`config.mk`:
```
export PLATFORM = sky130hd
export DESIGN_NAME = scfg_synth_core_config_regs
export DESIGN_NICKNAME = d
export VERILOG_FILES = /design/src/scfg_pkg.sv /design/src/scfg_synth_core_config_regs.sv
export SDC_FILE = /design/constraint.sdc
export NUM_CORES = 1
export LEC_CHECK = 0
export BUFFER_PORTS_ARGS = -buffer_cell sky130_fd_sc_hd__buf_2
export CAP_MARGIN = 20
export CORE_MARGIN = 3
export CORE_UTILIZATION = 35
export DETAILED_ROUTE_END_ITERATION = 6
export PLACE_DENSITY = 0.61
export SKIP_LAST_GASP = 1
export SYNTH_ARGS = -nofsm -noshare
export SYNTH_HDL_FRONTEND = slang
export SYNTH_SLANG_ARGS = --single-unit
```
`constraint.sdc`:
```
create_clock -name clock -period 2.31 [get_ports clock]
set_input_delay 0.462 -clock clock [delete_from_list [all_inputs] [get_ports clock]]
set_output_delay 0.462 -clock clock [all_outputs]
set_load 0.005 [all_outputs]
```
`src/scfg_pkg.sv`:
```
package scfg_pkg;

  // ****************************************************************
  // Register map
  // ****************************************************************
  localparam int ADDR_W = 10;
  localparam int DATA_W = 8;

  localparam logic [ADDR_W-1:0] CORE_COMMAND_ADDR   = 10'h100;
  localparam logic [ADDR_W-1:0] LOOP_SELECT_ADDR    = 10'h101;
  localparam logic [ADDR_W-1:0] CP_CURRENT_ADDR     = 10'h102;
  localparam logic [ADDR_W-1:0] LOOP_FILTER_ADDR    = 10'h103;

  // ****************************************************************
  // Field positions
  // ****************************************************************
  localparam int CMD_CAL_BIT    = 3;
  localparam int CMD_SYNC_BIT   = 2;
  localparam int CMD_PDN_BIT    = 1;
  localparam int CMD_RST_BIT    = 0;
  localparam int SEL_DBL_BIT    = 3;
  localparam int SEL_MODE_HI    = 2;
  localparam int SEL_MODE_LO    = 1;
  localparam int SEL_SDMPD_BIT  = 0;
  localparam int LF_P2R_HI      = 7;
  localparam int LF_P2R_LO      = 6;
  localparam int LF_ZR_HI       = 5;
  localparam int LF_ZR_LO       = 3;
  localparam int LF_P1C_HI      = 2;
  localparam int LF_P1C_LO      = 0;
  localparam int CTRL_USED_BITS = 4;

  // ****************************************************************
  // Reset values and pump current scale
  // ****************************************************************
  localparam logic [3:0] CORE_COMMAND_RST  = 4'h0;
  localparam logic [1:0] LOOP_MODE_RST     = 2'h0;
  localparam logic       SDM_PDN_RST       = 1'h1;
  localparam logic       DOUBLER_RST       = 1'h0;
  localparam logic [7:0] CP_CURRENT_RST    = 8'h8d;
  localparam logic [1:0] POLE2_RES_RST     = 2'h3;
  localparam logic [2:0] ZERO_RES_RST      = 3'h5;
  localparam logic [2:0] POLE1_CAP_RST     = 3'h0;
  localparam int         CP_UA_PER_LSB     = 4;

  // ****************************************************************
  // Loop mode decode
  // ****************************************************************
  typedef enum logic [1:0] {
    LOOP_SINGLE   = 2'h0,
    LOOP_CASCADED = 2'h1,
    LOOP_FIXDELAY = 2'h2,
    LOOP_RESERVED = 2'h3
  } scfg_loop_mode_type;

endpackage

```
`src/scfg_synth_core_config_regs.sv`:
```
// The strobed register port was chosen for this implementation.
`timescale 1ns/1ps
module scfg_synth_core_config_regs (
  input  wire logic                         clock,
  input  wire logic                         resetn,
  input  wire logic [scfg_pkg::ADDR_W-1:0]  regAddr,
  input  wire logic [scfg_pkg::DATA_W-1:0]  regWrData,
  input  wire logic                         regWrite,
  input  wire logic                         regRead,
  output logic      [scfg_pkg::DATA_W-1:0]  regRdData,
  output logic                              vcoCalStart,
  output logic                              dividerSyncHold,
  output logic                              corePowerDown,
  output logic                              coreReset,
  output logic                              doublerSelect,
  output logic                              loopSingle,
  output logic                              loopCascaded,
  output logic                              loopFixedDelay,
  output logic                              loopReserved,
  output logic                              sdmPowerDown,
  output logic      [scfg_pkg::DATA_W-1:0]  chargePumpCode,
  output logic      [9:0]                   chargePumpMicroAmps,
  output logic      [1:0]                   pole2ResistorCode,
  output logic      [2:0]                   zeroResistorCode,
  output logic      [2:0]                   pole1CapacitorCode
);
  import scfg_pkg::*;

  // ****************************************************************
  // Register state
  // ****************************************************************
  logic [3:0]         command_r;
  logic [3:0]         command_nxt;
  logic               doubler_r;
  logic               doubler_nxt;
  logic [1:0]         loopMode_r;
  logic [1:0]         loopMode_nxt;
  logic               sdmPdn_r;
  logic               sdmPdn_nxt;
  logic [7:0]         cpCode_r;
  logic [7:0]         cpCode_nxt;
  logic [1:0]         pole2_r;
  logic [1:0]         pole2_nxt;
  logic [2:0]         zeroRes_r;
  logic [2:0]         zeroRes_nxt;
  logic [2:0]         pole1_r;
  logic [2:0]         pole1_nxt;
  logic               calStart_r;
  logic               calStart_nxt;
  logic [7:0]         rdData_r;
  logic [7:0]         rdData_nxt;
  logic [9:0]         cpUa_r;
  logic [9:0]         cpUa_nxt;
  logic [3:0]         loopDec_r;
  logic [3:0]         loopDec_nxt;

  logic               hitCommand;
  logic               hitSelect;
  logic               hitPump;
  logic               hitFilter;

  localparam logic [DATA_W-CTRL_USED_BITS-1:0] RSVD_ZERO = '0;

  // ****************************************************************
  // Helper functions
  // ****************************************************************
  // True when a write strobe targets one register
  function automatic logic writeHits(
    input logic              strobe,
    input logic [ADDR_W-1:0] addr,
    input logic [ADDR_W-1:0] target
  );
    return strobe && (addr == target);
  endfunction

  // One-hot loop path decode: {reserved, fixed, cascaded, single}
  function automatic logic [3:0] decodeLoop(input logic [1:0] code);
    logic [3:0] res;
    res = 4'h0;
    case (scfg_loop_mode_type'(code))
      LOOP_SINGLE:   res = 4'h1;
      LOOP_CASCADED: res = 4'h2;
      LOOP_FIXDELAY: res = 4'h4;
      default:       res = 4'h8;
    endcase
    return res;
  endfunction

  // Pump current in microamps for one code
  function automatic logic [9:0] pumpMicroAmps(input logic [7:0] code);
    return 10'(code) * 10'(CP_UA_PER_LSB);
  endfunction

  // ****************************************************************
  // Write decode
  // ****************************************************************
  always_comb begin
    hitCommand = writeHits(regWrite, regAddr, CORE_COMMAND_ADDR);
    hitSelect  = writeHits(regWrite, regAddr, LOOP_SELECT_ADDR);
    hitPump    = writeHits(regWrite, regAddr, CP_CURRENT_ADDR);
    hitFilter  = writeHits(regWrite, regAddr, LOOP_FILTER_ADDR);
  end

  // ****************************************************************
  // Core command bits
  // ****************************************************************
  // Upper bits are dropped so they always read back as zero
  always_comb begin
    command_nxt = command_r;
    if (hitCommand) begin
      command_nxt = regWrData[CTRL_USED_BITS-1:0];
    end
  end

  always_ff @(posedge clock) begin
    if (!resetn) begin
      command_r <= CORE_COMMAND_RST;
    end else begin
      command_r <= command_nxt;
    end
  end

  // ****************************************************************
  // Calibration pulse
  // ****************************************************************
  // Only a 0 to 1 write of the bit starts a calibration
  always_comb begin
    calStart_nxt = 1'b0;
    if (hitCommand) begin
      calStart_nxt = command_nxt[CMD_CAL_BIT] & ~command_r[CMD_CAL_BIT];
    end
  end

  always_ff @(posedge clock) begin
    if (!resetn) begin
      calStart_r <= 1'b0;
    end else begin
      calStart_r <= calStart_nxt;
    end
  end

  // ****************************************************************
  // Reference doubler select
  // ****************************************************************
  always_comb begin
    doubler_nxt = doubler_r;
    if (hitSelect) begin
      doubler_nxt = regWrData[SEL_DBL_BIT];
    end
  end

  always_ff @(posedge clock) begin
    if (!resetn) begin
      doubler_r <= DOUBLER_RST;
    end else begin
      doubler_r <= doubler_nxt;
    end
  end

  // ****************************************************************
  // Loop mode field
  // ****************************************************************
  always_comb begin
    loopMode_nxt = loopMode_r;
    if (hitSelect) begin
      loopMode_nxt = regWrData[SEL_MODE_HI:SEL_MODE_LO];
    end
  end

  always_ff @(posedge clock) begin
    if (!resetn) begin
      loopMode_r <= LOOP_MODE_RST;
    end else begin
      loopMode_r <= loopMode_nxt;
    end
  end

  // ****************************************************************
  // Modulator power-down
  // ****************************************************************
  always_comb begin
    sdmPdn_nxt = sdmPdn_r;
    if (hitSelect) begin
      sdmPdn_nxt = regWrData[SEL_SDMPD_BIT];
    end
  end

  always_ff @(posedge clock) begin
    if (!resetn) begin
      sdmPdn_r <= SDM_PDN_RST;
    end else begin
      sdmPdn_r <= sdmPdn_nxt;
    end
  end

  // ****************************************************************
  // Loop path decode
  // ****************************************************************
  // Registered so the path selects change with the mode field
  always_comb begin
    loopDec_nxt = decodeLoop(loopMode_nxt);
  end

  always_ff @(posedge clock) begin
    if (!resetn) begin
      loopDec_r <= decodeLoop(LOOP_MODE_RST);
    end else begin
      loopDec_r <= loopDec_nxt;
    end
  end

  // ****************************************************************
  // Charge pump code
  // ****************************************************************
  always_comb begin
    cpCode_nxt = cpCode_r;
    if (hitPump) begin
      cpCode_nxt = regWrData;
    end
  end

  always_ff @(posedge clock) begin
    if (!resetn) begin
      cpCode_r <= CP_CURRENT_RST;
    end else begin
      cpCode_r <= cpCode_nxt;
    end
  end

  // ****************************************************************
  // Charge pump current
  // ****************************************************************
  // Follows the next code so current and code change on one edge
  always_comb begin
    cpUa_nxt = pumpMicroAmps(cpCode_nxt);
  end

  always_ff @(posedge clock) begin
    if (!resetn) begin
      cpUa_r <= pumpMicroAmps(CP_CURRENT_RST);
    end else begin
      cpUa_r <= cpUa_nxt;
    end
  end

  // ****************************************************************
  // Pole 2 resistor
  // ****************************************************************
  always_comb begin
    pole2_nxt = pole2_r;
    if (hitFilter) begin
      pole2_nxt = regWrData[LF_P2R_HI:LF_P2R_LO];
    end
  end

  always_ff @(posedge clock) begin
    if (!resetn) begin
      pole2_r <= POLE2_RES_RST;
    end else begin
      pole2_r <= pole2_nxt;
    end
  end

  // ****************************************************************
  // Zero resistor
  // ****************************************************************
  always_comb begin
    zeroRes_nxt = zeroRes_r;
    if (hitFilter) begin
      zeroRes_nxt = regWrData[LF_ZR_HI:LF_ZR_LO];
    end
  end

  always_ff @(posedge clock) begin
    if (!resetn) begin
      zeroRes_r <= ZERO_RES_RST;
    end else begin
      zeroRes_r <= zeroRes_nxt;
    end
  end

  // ****************************************************************
  // Pole 1 capacitor
  // ****************************************************************
  always_comb begin
    pole1_nxt = pole1_r;
    if (hitFilter) begin
      pole1_nxt = regWrData[LF_P1C_HI:LF_P1C_LO];
    end
  end

  always_ff @(posedge clock) begin
    if (!resetn) begin
      pole1_r <= POLE1_CAP_RST;
    end else begin
      pole1_r <= pole1_nxt;
    end
  end

  // ****************************************************************
  // Read port
  // ****************************************************************
  // Data stands one cycle after the strobe, zero otherwise
  always_comb begin
    rdData_nxt = 8'h00;
    if (regRead) begin
      case (regAddr)
        CORE_COMMAND_ADDR: rdData_nxt = {RSVD_ZERO, command_r};
        LOOP_SELECT_ADDR:  rdData_nxt = {RSVD_ZERO, doubler_r, loopMode_r, sdmPdn_r};
        CP_CURRENT_ADDR:   rdData_nxt = cpCode_r;
        LOOP_FILTER_ADDR:  rdData_nxt = {pole2_r, zeroRes_r, pole1_r};
        default:           rdData_nxt = 8'h00;
      endcase
    end
  end

  always_ff @(posedge clock) begin
    if (!resetn) begin
      rdData_r <= 8'h00;
    end else begin
      rdData_r <= rdData_nxt;
    end
  end

  // ****************************************************************
  // Read data and core controls
  // ****************************************************************
  assign regRdData           = rdData_r;
  assign vcoCalStart         = calStart_r;
  assign dividerSyncHold     = command_r[CMD_SYNC_BIT];
  assign corePowerDown       = command_r[CMD_PDN_BIT];
  assign coreReset           = command_r[CMD_RST_BIT];
  assign doublerSelect       = doubler_r;
  assign loopSingle          = loopDec_r[0];
  assign loopCascaded        = loopDec_r[1];
  assign loopFixedDelay      = loopDec_r[2];
  assign loopReserved        = loopDec_r[3];
  assign sdmPowerDown        = sdmPdn_r;
  assign chargePumpCode      = cpCode_r;
  assign chargePumpMicroAmps = cpUa_r;
  assign pole2ResistorCode   = pole2_r;
  assign zeroResistorCode    = zeroRes_r;
  assign pole1CapacitorCode  = pole1_r;

endmodule

```
==> results.toml, run 1 <==
[finish]
area_growth_pct = 25.71
antenna_cells = 0
fillers = 439
finalNetCount = 247
drive_above_1_share_pct = 37.17
fin_cells = 278

[global_route]
antenna_found_initial = 0
met3_usage_pct = 4.406
grt_pass1_vias = 1291
grt_usage_pct = 15.20
grt_first_pass_wirelength_um = 6389
gr-usage-met2_pct = 22.82
gr-usage-met1_pct = 21.32
grt-ovfl-total = 0
gr-max-usage-layer = "met2"
grt_max_degree = 19

[synth]
synth_top_area_share_pct = 44.51
synth_ff_type = "dfxtp_1"
syn_area_um2 = 1664
synth_largest_area_cell = "dfxtp_1"
ys_async_sr_fraction_pct = 0
synth-edff-count = 0
ys_seq_area_share_pct = 44.51
syn_area_per_cell_um2 = 9.965
synthTopCellsByArea = "dfxtp_1 45%, mux2i_1 16%, mux4_2 5.4%, nand2_1 5.2%, buf_4 4.5%"
synthTopCellsByCount = "37 x dfxtp_1, 27 x mux2i_1, 23 x nand2_1"
yosys.cell_count.top_type = "dfxtp_1"
synth_cells = 167
synth-seq-cells = 37
ys_warn_count = 0
ys_types = 31

[sta]
drv_slew = 0
clock_skew_ns = 0.0006349
fin_tns_setup_ns = 0
hold_violations = 0
max_freq_mhz = 559.5
period_minus_slack_ns = 1.787
finalSetupViolCount = 0
rsz0062_at_grt = "false"
fin_crit_sh_pct = 77.38

[placement]
dpl.hpwl_um = 2843
placed_cells = 270
place.gp.congestion = 0.7102
numPortBuffers = 63

[power_and_ir_drop]
ir_drop_mv = 0.3252
p_per_area_nw_per_um2 = 615.8
p_leak_nw = 0.9553

[clocking]
clock_latency_ns = 0.28
cts_buffers = 5
clk_pin_slew_ns = 0.07
postCtsResizedCells = 0
cts_tree = "yes"
cts_buffer_depth = 2
postCtsSetupBuffers = 0
clock-sinks = 37
hold_buffers = 0
htree_levels = 2
root_buffer = "clkbuf_8"

[hold_path]
whs_path_depth = 3
hold_end = "chargePumpMicroAmps[7]$_SDFFE_PN0P_"
holdCritStartpoint = "regWrData[5]"
hp-class = "primary input to flip-flop"

[worst_setup_path]
path_cells = "buf_2 > or4b_1 > or3_1 > buf_4 > mux2i_1"
cpMaxStageDelayCell = "or4b_1"
start_kind = "primary input"
end_kind = "flip-flop"
crit_arrival_ns = 1.96
r2r-start = "loopMode_r[1]$_SDFF_PN0_"
crit_type = "primary input to flip-flop"
required_ns = 2.48
worst_path_largest_cell_delay_ns = 0.68
rrSetupSlack_ns = 1.22
r2r_cells = 2
worstPathMaxFanout = 7
reg2reg_to = "regRdData[2]$_SDFF_PN0_"

[routing]
wire_per_inst_um = 14.10
drt_iter0_drc = 82
drcViolationCount = 0
via_per_inst = 5.047
vias = 1403
drtPass1Iterations = 5
ant_nets = 0
wl_um = 3921

[floorplan]
die_w_um = 74.96
dieArea_um2 = 5618
placementRows = 24
core-area_um2 = 4474
start_util_pct = 37.19
fp.dieH_um = 74.96
io_pins = 66

[run_status]
outcome = "finished, final reports clean"

[job]
drv_cap = 0
-- worst max-delay path by stage --
| stage | start | slack, ns | depth (start not counted) | end |
|---|---|---|---|---|
| after detailed placement | regAddr[7] | 0.23 | 5 | sdmPowerDown$_SDFFE_PN1N_ |
| after global placement | regAddr[7] | 0.25 | 5 | sdmPowerDown$_SDFFE_PN1N_ |
| final | regAddr[7] | 0.52 | 5 | sdmPowerDown$_SDFFE_PN1N_ |
| after CTS | regAddr[7] | 0.54 | 5 | sdmPowerDown$_SDFFE_PN1N_ |
| after floorplan | regAddr[7] | 0.30 | 5 | loopDec_r[0]$_SDFF_PN1_ |
| after global routing | regAddr[7] | 0.45 | 5 | sdmPowerDown$_SDFFE_PN1N_ |
-- routing by layer --
layer  vias up  wire length [um]
li1        686                 -
met1       649              1802
met2        63              1732
met3         5               340
met4         0                44
met5         -                 0
-- final cells by class --
class / instances / area [um^2] / share of cell area, %
Multi-Input combinational cell: 111 / 805.8 / 38.52
Sequential cell: 37 / 740.7 / 35.41
Timing Repair Buffer: 69 / 360.3 / 17.22
Clock buffer: 7 / 86.33 / 4.127
Tap cell: 52 / 65.06 / 3.110
Clock inverter: 1 / 30.03 / 1.435
Inverter: 1 / 3.754 / 0.1794
-- flip-flops by register name, summed over array words and instances, names as in the netlist --
signal	flops
chargePumpMicroAmps	8
pole2ResistorCode	2
loopMode_r	2
doublerSelect	1
sdmPowerDown	1
zeroResistorCode	3
pole1CapacitorCode	3
vcoCalStart	1
command_r	4
loopDec_r	4
regRdData	8
-- metrics by stage --
stage	power, mW	util [%]	setup slack [ns]	cell area (um^2)	hold WS, ns
3_5_place_dp	0.7339	44.16	0.2297	1976	0.4387
3_3_place_gp	0.7340	44.16	0.2538	1976	0.4432
4_1_cts	1.304	46.76	0.5370	2092	0.4320
6_report	1.288	46.76	0.5226	2092	0.4373
5_1_grt	1.338	46.76	0.4486	2092	0.4369
2_1_floorplan	0.7019	-	0.2980	1668	0.4175
-- layout by cell type, fill, tap and decap left out, types with 3 or more instances in the layout --
cell type / netlist / layout
nor2b_1: 6 / 6
nand4_1: 4 / 4
mux4_2: 4 / 4
mux2i_1: 27 / 27
buf_2: 1 / 63
clkbuf_8: 0 / 6
buf_4: 10 / 6
nand3_1: 5 / 5
dfxtp_1: 37 / 37
nor3_1: 3 / 3
nand2_1: 23 / 23
nor2_1: 14 / 14
nand3b_1: 5 / 5
-- report_power, final --
part           switching (mW)  internal [mW]
combinational          0.0476         0.0338
clock                   0.217          0.352
sequential           0.000154          0.638
-- cells by family (layout without fill, tap and decap cells) --
logic type / Yosys count / in the layout / share of synthesized area, %
compound gates: 7 / 7 / 2.933
buf+inv: 20 / 78 / 7.292
flops: 37 / 37 / 44.51
mux: 31 / 31 / 21.65
other cells: 1 / 2 / 0.2253
simple gates: 71 / 71 / 23.38
-- worst max-delay path: cells and delay by family --
family	cells	cell delay, ns
and+or+nand+nor	2	1.10
muxes	1	0.11
buffers and inverters	2	0.28
Power figures use the tool's default switching activity.
==> run 2: changes to the inputs <==
- clock period: 2.31 -> 1.9 ns (I/O delays scaled with it)
==> results.toml, run 2 (synthesized netlist as in run 1, its figures left out) <==
[clocking]
clock_latency_ns = 0.29
clk_pin_slew_ns = 0.07
cts_tree = "yes"
postCtsSetupBuffers = 0
clock-sinks = 37
postCtsResizedCells = 0
cts_buffer_depth = 2
cts_buffers = 5
hold_buffers = 0
root_buffer = "clkbuf_8"
htree_levels = 2

[floorplan]
io_pins = 66
die_w_um = 74.96
dieArea_um2 = 5618
placementRows = 24
core-area_um2 = 4474
fp.dieH_um = 74.96
start_util_pct = 37.19

[placement]
placed_area_um2 = 2041
place.gp.congestion = 0.6767
numPortBuffers = 63
post-place-ws_ns = -0.04662
dpl.hpwl_um = 3019

[power_and_ir_drop]
ir_drop_mv = 0.2518
p_leak_nw = 0.9763
p_per_area_nw_per_um2 = 667.9

[sta]
finalSetupViolCount = 0
setup_ws_ns = 0.2585
period_minus_slack_ns = 1.641
fin_crit_sh_pct = 86.39
rsz0062_at_grt = "false"
fin_hold_ws_ns = 0.3429
drv_slew = 0
max_freq_mhz = 609.2
hold_violations = 0
clock_skew_ns = 0.003814
fin_tns_setup_ns = 0

[finish]
final_common_cell = "buf_2"
fin_area_um2 = 2123
mostFrequentLayoutCells = "63 x buf_2, 37 x dfxtp_1, 27 x mux2i_1, 23 x nand2_1, 14 x nor2_1"
drive_above_1_share_pct = 39.06
fillers = 418
area_growth_pct = 27.59
antenna_cells = 0
finalNetCount = 254
multi_input_area_um2 = 805.8
seqCellArea_um2 = 740.7

[routing]
drt_iter0_drc = 69
ant_nets = 0
drcViolationCount = 0
wl_um = 3988
via_per_inst = 4.877
vias = 1390
wire_per_inst_um = 13.99
drtPass1Iterations = 4

[worst_setup_path]
cpMaxStageDelayCell = "or4b_1"
path_depth = 5
crit_buf_inv = 2
crit_type = "primary input to flip-flop"
crit_family = "simple AND/OR/NAND/NOR gates"
required_ns = 2.07
start_kind = "primary input"
r2r_cells = 2
path_cells = "buf_2 > or4b_1 > or3_1 > buf_4 > mux2i_1"
worstPathMaxFanout = 4
worst_path_largest_cell_delay_ns = 0.63
end_kind = "flip-flop"
crit_arrival_ns = 1.82

[global_route]
grt_first_pass_wirelength_um = 6327
grt_pass1_vias = 1273
antenna_found_initial = 0
grt-ovfl-total = 0
grt_usage_pct = 15.13
grt_max_degree = 20

[hold_path]
hp-class = "primary input to flip-flop"
whs_path_depth = 3

[run_status]
outcome = "finished, final reports clean"

[job]
drv_cap = 0
## run 2: cell types whose count changed in the layout (fill, tap and decap cells not counted)
| cell | delta |
|---|---|
| buf_4 | +6 |
| clkinv_2 | +2 |
| buf_12 | +1 |
| bufinv_16 | -1 |
| clkbuf_8 | -1 |
## run 2: worst reg2reg max path: cells and delay by family (launching register included)
| family | cells | cell delay, ns |
|---|---|---|
| simple gates | 1 | 0.13 |
| mux | 1 | 0.46 |
| flops | 1 | 0.37 |
## run 2: cell type report
type | count | area share (%)
Multi-Input combinational cell | 111 | 37.95
Sequential cell | 37 | 34.89
Timing Repair Buffer | 76 | 20.04
Clock buffer | 6 | 3.418
Tap cell | 52 | 3.064
Clock inverter | 2 | 0.4714
Inverter | 1 | 0.1768
## run 2: layer usage
metal	up-vias	global-route usage, %	part of all wire [%]
met5	-	0	0
met3	6	4.272	5.3
met4	0	5.336	1.4
met1	642	20.90	49
met2	39	22.63	44
li1	703	-	-
## run 2: final timing paths
| kind | start | endpoint | slack [ns] |
|---|---|---|---|
| hold reg to reg | command_r[3]$_SDFF_PN0_ | vcoCalStart$_SDFF_PN0_ | 0.46 |
| setup reg to reg | loopMode_r[0]$_SDFF_PN0_ | regRdData[1]$_SDFF_PN0_ | 0.83 |
| setup / recovery | regAddr[7] | sdmPowerDown$_SDFFE_PN1N_ | 0.26 |
| hold / removal | regWrData[5] | chargePumpMicroAmps[7]$_SDFFE_PN0P_ | 0.34 |
## run 2: through the flow
step	util (%)	instances	power, mW
4_1_cts	47.46	285	1.426
3_5_place_dp	45.61	277	0.9016
2_1_floorplan	-	168	0.8535
3_3_place_gp	45.61	277	0.9003
5_1_grt	47.46	285	1.471
6_report	47.46	285	1.418
## run 2: power breakdown
part           internal (mW)  leakage (nW)  total (mW)  switching, mW
combinational         0.0478         0.633       0.108         0.0599
sequential             0.775         0.298       0.775       0.000178
clock                  0.254        0.0450       0.535          0.281
total                   1.08         0.976        1.42          0.341
